**src/hdl/tap_port_cfg.svh**
```systemverilog
// constants for the serial test access port front end
// Contract
// - controller and serial registers behave as standard boundary-scan port.
// - port resets at power-up and stays idle while no test clock edges.
// - undriven test clock, mode select and data input read high.
// - undriven mode select acts exactly as logic one for the controller.
// - undriven data input shifts ones into the selected register.
// - mode select and data input sampled on test clock rising edge.
// - sampled mode select alone steers each controller transition.
// - state plus loaded instruction choose the register between input and output.
// - serial output driven only while a register shifts, else inactive.
// - serial output changes only on test clock falling edge.
// - no separate test reset pin; reset only from power-up or mode select.
// - instruction register three bits, preset to identify instruction on reset.
// - capture-ir loads 01 into two low instruction bits.
// - new instruction takes effect only at update-ir.
// - bypass path is one flip-flop, one test clock of delay.
`ifndef TAP_PORT_CFG_SVH
`define TAP_PORT_CFG_SVH

`define IR_W        3
`define DR_W        32
`define INS_EXTEST  3'h0
`define INS_IDENT   3'h1
`define INS_BYPASS  3'h7
`define IR_CAP_PAT  2'h1
`define IR_CAP_TOP  1'h0
`define RESET_EDGES 3'h5
`define SYNC_RESET  3'h7

`endif

```
**src/hdl/tap_port_pkg.sv**
```systemverilog
// types for the serial test access port front end
package tap_port_pkg;

    typedef enum logic [15:0] {
        ST_TLR  = 16'h0001,
        ST_RTI  = 16'h0002,
        ST_SDRS = 16'h0004,
        ST_CDR  = 16'h0008,
        ST_SHDR = 16'h0010,
        ST_E1DR = 16'h0020,
        ST_PDR  = 16'h0040,
        ST_E2DR = 16'h0080,
        ST_UDR  = 16'h0100,
        ST_SIRS = 16'h0200,
        ST_CIR  = 16'h0400,
        ST_SHIR = 16'h0800,
        ST_E1IR = 16'h1000,
        ST_PIR  = 16'h2000,
        ST_E2IR = 16'h4000,
        ST_UIR  = 16'h8000
    } tap_state_t;

    // one bit per test pin, same order everywhere
    typedef struct packed {
        logic tck;
        logic tms;
        logic tdi;
    } pins_t;

endpackage

```
**src/hdl/tap_port_front.sv**
```systemverilog
// test access port front end sampled by the core clock
`timescale 1ns/100ps
`include "tap_port_cfg.svh"

module tap_port_front
    import tap_port_pkg::*;
#(
    // identity value is arbitrary; bit 0 kept high as a presence mark
    parameter logic [31:0] ID_CODE = 32'h0000_0001
) (
    input  wire logic             mclk,
    input  wire logic             rst_b,
    input  wire pins_t            pin_lvl,
    input  wire pins_t            pin_drv,
    output logic                  tdo,
    output logic                  tdo_oe,
    output logic                  test_reset,
    output logic [`IR_W-1:0]      instr
);

    // pin resolution: an undriven pin reads as the pull-up level
    pins_t                 pin_res;
    pins_t                 sync1_r;
    pins_t                 sync2_r;
    logic                  tck_prev_r;
    logic                  rise;
    logic                  fall;

    tap_state_t            state_r;
    tap_state_t            state_nxt;
    logic [`IR_W-1:0]      ir_r;
    logic [`IR_W-1:0]      ir_nxt;
    logic [`IR_W-1:0]      ir_sh_r;
    logic [`IR_W-1:0]      ir_sh_nxt;
    logic [`DR_W-1:0]      id_sh_r;
    logic [`DR_W-1:0]      id_sh_nxt;
    logic                  byp_r;
    logic                  byp_nxt;
    logic                  tdo_r;
    logic                  tdo_nxt;
    logic                  tdo_oe_r;
    logic                  tdo_oe_nxt;
    logic                  shifting;
    logic                  ser_out;
    logic                  sel_ident;

    always_comb begin
        pin_res.tck = pin_drv.tck ? pin_lvl.tck : 1'b1;
        pin_res.tms = pin_drv.tms ? pin_lvl.tms : 1'b1;
        pin_res.tdi = pin_drv.tdi ? pin_lvl.tdi : 1'b1;
    end

    // two stages for every pin; the test clock is slow against mclk,
    // so mode select and data keep their alignment to the clock edge
    always_ff @(posedge mclk or negedge rst_b) begin
        if (!rst_b) begin
            sync1_r    <= `SYNC_RESET;
            sync2_r    <= `SYNC_RESET;
            tck_prev_r <= 1'b1;
        end else begin
            sync1_r    <= pin_res;
            sync2_r    <= sync1_r;
            tck_prev_r <= sync2_r.tck;
        end
    end

    assign rise = sync2_r.tck & ~tck_prev_r;
    assign fall = ~sync2_r.tck & tck_prev_r;

    // controller transitions depend on sampled mode select only
    always_comb begin
        state_nxt = state_r;
        if (rise) begin
            case (state_r)
                ST_TLR:  state_nxt = sync2_r.tms ? ST_TLR  : ST_RTI;
                ST_RTI:  state_nxt = sync2_r.tms ? ST_SDRS : ST_RTI;
                ST_SDRS: state_nxt = sync2_r.tms ? ST_SIRS : ST_CDR;
                ST_CDR:  state_nxt = sync2_r.tms ? ST_E1DR : ST_SHDR;
                ST_SHDR: state_nxt = sync2_r.tms ? ST_E1DR : ST_SHDR;
                ST_E1DR: state_nxt = sync2_r.tms ? ST_UDR  : ST_PDR;
                ST_PDR:  state_nxt = sync2_r.tms ? ST_E2DR : ST_PDR;
                ST_E2DR: state_nxt = sync2_r.tms ? ST_UDR  : ST_SHDR;
                ST_UDR:  state_nxt = sync2_r.tms ? ST_SDRS : ST_RTI;
                ST_SIRS: state_nxt = sync2_r.tms ? ST_TLR  : ST_CIR;
                ST_CIR:  state_nxt = sync2_r.tms ? ST_E1IR : ST_SHIR;
                ST_SHIR: state_nxt = sync2_r.tms ? ST_E1IR : ST_SHIR;
                ST_E1IR: state_nxt = sync2_r.tms ? ST_UIR  : ST_PIR;
                ST_PIR:  state_nxt = sync2_r.tms ? ST_E2IR : ST_PIR;
                ST_E2IR: state_nxt = sync2_r.tms ? ST_UIR  : ST_SHIR;
                ST_UIR:  state_nxt = sync2_r.tms ? ST_SDRS : ST_RTI;
                default: state_nxt = ST_TLR;
            endcase
        end
    end

    // anything other than the identify code routes through bypass
    assign sel_ident = (ir_r == `INS_IDENT);
    assign shifting  = (state_r == ST_SHIR) || (state_r == ST_SHDR);

    always_comb begin
        if (state_r == ST_SHIR) begin
            ser_out = ir_sh_r[0];
        end else if (sel_ident) begin
            ser_out = id_sh_r[0];
        end else begin
            ser_out = byp_r;
        end
    end

    // instruction and data register next values
    always_comb begin
        ir_nxt    = ir_r;
        ir_sh_nxt = ir_sh_r;
        id_sh_nxt = id_sh_r;
        byp_nxt   = byp_r;
        if (rise) begin
            case (state_r)
                ST_TLR: begin
                    ir_nxt = `INS_IDENT;
                end
                ST_CIR: begin
                    ir_sh_nxt = {`IR_CAP_TOP, `IR_CAP_PAT};
                end
                ST_SHIR: begin
                    ir_sh_nxt = {sync2_r.tdi, ir_sh_r[`IR_W-1:1]};
                end
                ST_UIR: begin
                    ir_nxt = ir_sh_r;
                end
                ST_CDR: begin
                    if (sel_ident) begin
                        id_sh_nxt = ID_CODE;
                    end else begin
                        byp_nxt = 1'b0;
                    end
                end
                ST_SHDR: begin
                    if (sel_ident) begin
                        id_sh_nxt = {sync2_r.tdi, id_sh_r[`DR_W-1:1]};
                    end else begin
                        byp_nxt = sync2_r.tdi;
                    end
                end
                default: begin
                    ir_nxt = ir_r;
                end
            endcase
            // entry into reset presets the instruction at once
            if (state_nxt == ST_TLR) begin
                ir_nxt = `INS_IDENT;
            end
        end
    end

    // output only moves on the falling edge, half a test clock after shift
    always_comb begin
        tdo_nxt    = tdo_r;
        tdo_oe_nxt = tdo_oe_r;
        if (fall) begin
            tdo_oe_nxt = shifting;
            tdo_nxt    = shifting ? ser_out : 1'b0;
        end
    end

    // power-up is the only asynchronous reset; no test reset pin exists
    always_ff @(posedge mclk or negedge rst_b) begin
        if (!rst_b) begin
            state_r  <= ST_TLR;
            ir_r     <= `INS_IDENT;
            ir_sh_r  <= '0;
            id_sh_r  <= '0;
            byp_r    <= 1'b0;
            tdo_r    <= 1'b0;
            tdo_oe_r <= 1'b0;
        end else begin
            state_r  <= state_nxt;
            ir_r     <= ir_nxt;
            ir_sh_r  <= ir_sh_nxt;
            id_sh_r  <= id_sh_nxt;
            byp_r    <= byp_nxt;
            tdo_r    <= tdo_nxt;
            tdo_oe_r <= tdo_oe_nxt;
        end
    end

    // status outputs, registered
    logic                  test_reset_r;
    logic [`IR_W-1:0]      instr_r;

    always_ff @(posedge mclk or negedge rst_b) begin
        if (!rst_b) begin
            test_reset_r <= 1'b1;
            instr_r      <= `INS_IDENT;
        end else begin
            test_reset_r <= (state_nxt == ST_TLR);
            instr_r      <= ir_nxt;
        end
    end

    assign tdo        = tdo_r;
    assign tdo_oe     = tdo_oe_r;
    assign test_reset = test_reset_r;
    assign instr      = instr_r;

    // helper: consecutive rising edges seen with mode select high
    logic [2:0]            tms_run_r;

    always_ff @(posedge mclk or negedge rst_b) begin
        if (!rst_b) begin
            tms_run_r <= 3'h0;
        end else if (rise) begin
            if (!sync2_r.tms) begin
                tms_run_r <= 3'h0;
            end else if (tms_run_r != `RESET_EDGES) begin
                tms_run_r <= tms_run_r + 3'h1;
            end
        end
    end
endmodule

```
**config.mk**
```make
export PLATFORM = sky130hd
export DESIGN_NAME = tap_port_front
export DESIGN_NICKNAME = d
export VERILOG_FILES = /design/src/hdl/tap_port_pkg.sv /design/src/hdl/tap_port_front.sv
export VERILOG_INCLUDE_DIRS = /design/src /design/src/hdl
export SDC_FILE = /design/constraint.sdc
export NUM_CORES = 1
export LEC_CHECK = 0
export ABC_AREA = 1
export BUFFER_PORTS_ARGS = -buffer_cell sky130_fd_sc_hd__buf_2
export CAP_MARGIN = 20
export CORE_AREA = 2 2 96 98
export DETAILED_ROUTE_END_ITERATION = 7
export DIE_AREA = 0 0 98 100
export SYNTH_ARGS = -nofsm -noshare
export SYNTH_HDL_FRONTEND = slang
export SYNTH_SLANG_ARGS = --single-unit
```
**constraint.sdc**
```tcl
create_clock -name mclk -period 2.87 [get_ports mclk]
set_clock_uncertainty 0.1 [all_clocks]
set_input_delay 0.287 -clock mclk [delete_from_list [all_inputs] [get_ports mclk]]
set_output_delay 0.287 -clock mclk [all_outputs]
set_load 0.01 [all_outputs]
```
==> impl_metrics.json <==
{
  "status": "finished, final reports clean",
  "cts_tree": "done",
  "die_h_microns": 100,
  "crit_path_max_fanout": 18,
  "fmax_ghz": 0.415,
  "htreeDepth": 3,
  "worstSetupEndpointType": "flop",
  "drc": 0,
  "wl_per_cell_microns": 13.4,
  "synth_edf_count": 0,
  "top_usage_layer": "met2",
  "layout-drive-gt1-share_pct": 24.0,
  "yosysTopAreaCell": "dfrtp_1",
  "ys_warn_count": 0,
  "synthArstFlopShare_pct": 100,
  "grt_pass1_vias": 2464,
  "antenna_left": 0,
  "drv_cap": 0,
  "root_buffer": "clkbuf_8",
  "port_buffers": 13,
  "finalSetupTns_ps": 0,
  "start_util_pct": 38.3,
  "antenna_found_initial": 0,
  "rrSetupSlack_ps": 460,
  "path_clk_slew_ps": 80,
  "diodes": 0,
  "wl_microns": 7000,
  "cts_made_buffers": 9,
  "synthFlopType": "dfrtp_1",
  "total_leakage_power_nw": 1.86,
  "hold_class": "input port to flop",
  "viasPerCell": 4.85,
  "pre_cts_ws_ps": 463,
  "post-route-util_pct": 43.1,
  "vdd_drop_max_mv": 0.368,
  "drt-initial-drc-count": 112,
  "fin_cells": 524,
  "ys_seq_area_share_pct": 48.1,
  "fin_crit_ps": 2410,
  "syn_nets": 395,
  "met3_usage_pct": 2.86,
  "synth_area_leaders": "dfrtp_1 40%, nand2_1 8.5%, dfstp_2 7.7%, inv_1 6.3%, nand4_1 3.9%",
  "critPathArrivalTime_ps": 2540,
  "syn_area_sq_um": 3410,
  "power_density_nw_per_um2": 602,
  "clock_latency_ps": 340,
  "dr.pass1.iters": 4,
  "post_cts_resized": 0,
  "dp.cells": 504,
  "ff2ff_path_depth": 11,
  "r2r_end": "instr[1]$_DFFE_PN0P_",
  "tightest_slew_ps": 820,
  "setup_violations": 0,
  "clockBufferDepth": 2,
  "required_ps": 3000,
  "grtUsageMet2_pct": 23.1,
  "vias": 2543,
  "grt-ovfl-total": 0,
  "dp_hpwl_microns": 4840,
  "nets": 416,
  "period_share_pct": 83.9,
  "coreArea_sq_um": 8890,
  "worstHoldEndpoint": "sync1_r[2]$_DFF_PN1_",
  "hold_violations": 0,
  "start_kind": "flop",
  "ys_types": 37,
  "slew_headroom_pct": 45.3,
  "synth.avg_cell_area_sq_um": 8.81,
  "syn2layout_area_growth_pct": 12.5,
  "num_rows": 35,
  "grt_max_degree": 37,
  "grt_pass1_wl_microns": 11800,
  "rsz0062_at_grt": "false",
  "rr_startpoint": "sync2_r[2]$_DFF_PN1_",
  "fin_ws_ps": 463,
  "syn_inst": 387,
  "io_pins": 14,
  "fillerInstances": 867,
  "min_from": "pin_lvl[2]",
  "synth_top_area_share_pct": 40.4,
  "p_total_w": 0.00231,
  "crit_type": "flop to flop",
  "met1_usage_pct": 21.0,
  "die_area_sq_um": 9800,
  "hold_depth": 3,
  "gp_congestion": 0.843,
  "cts.sinks": 65,
  "timing.final.max_slew_violations": 0,
  "synth_seq_cells": 65,
  "die_x_microns": 98,
  "track_usage_pct": 15.1
}
[critical path: stages (launching register included)]
cell and delay (ps):
dfstp_2 570, nand2_2 240, inv_1 450, nor2_1 70, a21oi_1 190, nand2_1 80
nor2_1 190, nand4_4 140, nand2_2 90, nand2_2 60, nand2_1 70, nand2_1 50
[area by class of cell]
| cell class | count | area (sq um) | share of cell area (%) |
|---|---|---|---|
| sequential | 65 | 1640 | 42.8 |
| timing repair buffer | 23 | 150 | 3.92 |
| clock inverter | 6 | 90.1 | 2.35 |
| tap | 111 | 139 | 3.62 |
| clock buffer | 10 | 138 | 3.59 |
| inverter | 62 | 233 | 6.07 |
| multi-input combinational | 247 | 1450 | 37.7 |
[sequential cells by signal, summed over array words and instances (netlist names), 3 cells and up]
name,flops
sync1_r,3
instr,3
state_r,16
sync2_r,3
id_sh_r,32
ir_sh_r,3
[kinds of logic after synthesis]
kind of cell           Yosys count  share of synthesized area (%)
flip-flops                      65                           48.1
multiplexers                     1                          0.294
AND/OR/NAND/NOR                192                           31.8
buffers and inverters           75                           9.51
AO/OA/AOI/OAI                   54                           10.4
[metal layers]
metal	routed length (microns)	vias up	share of wire [%]
li1	-	1301	-
met1	3560	1197	51
met2	3190	38	46
met3	174	7	2.5
met4	80	0	1.1
met5	0	-	0
[synthesized netlist by cell type (2+ instances only)]
cell type	count
a21oi_1	5
buf_2	4
buf_6	3
clkbuf_1	4
dfrtp_1	55
dfstp_2	10
inv_1	57
inv_2	5
nand2_1	77
nand2_2	9
nand2_4	4
nand3_1	15
nand3_2	7
nand3_4	5
nand3b_1	2
nand4_1	21
nor2_1	30
nor2_2	9
nor2_4	4
nor2_8	2
nor3_1	4
o21ai_0	22
o21ai_1	5
o22ai_1	2
o31ai_1	10
o31ai_2	5
[worst max-delay path by stage]
stage	startpoint	cells past startpoint	slack, ps	to
CTS	sync2_r[2]$_DFF_PN1_	11	440	instr[1]$_DFFE_PN0P_
floorplan	sync2_r[2]$_DFF_PN1_	12	960	instr[1]$_DFFE_PN0P_
global placement	sync2_r[2]$_DFF_PN1_	11	550	instr[2]$_DFFE_PN0P_
detailed placement	sync2_r[2]$_DFF_PN1_	11	460	instr[1]$_DFFE_PN0P_
global route	sync2_r[2]$_DFF_PN1_	11	240	instr[1]$_DFFE_PN0P_
finish	sync2_r[2]$_DFF_PN1_	11	460	instr[1]$_DFFE_PN0P_
[repair_timing]
action | 4_1_cts | 5_1_grt
hold endpoints to repair | 32 | 0
buffers inserted | 0 | 0
hold buffers | 4 | 0
[layout by cell type (no fill, tap or decap), types with 13 or more instances in the layout]
cell type	n
nor2_1	30
nand3_1	15
buf_2	13
o21ai_0	22
inv_1	57
nand2_1	77
nand4_1	21
dfrtp_1	55
[per-stage QoR]
stage	area (sq um)	hold WS (ps)
2_1_floorplan	3410	-109
3_3_place_gp	3570	247
3_5_place_dp	3570	247
4_1_cts	3830	4.51
5_1_grt	3830	14.6
6_report	3830	19.1
[power by group]
part           total, W  internal [W]  switching, W
combinational  0.000421      0.000132      0.000289
clock          0.000892      0.000516      0.000376
sequential     0.000996      0.000969     0.0000268
Power figures use the tool's default switching activity.
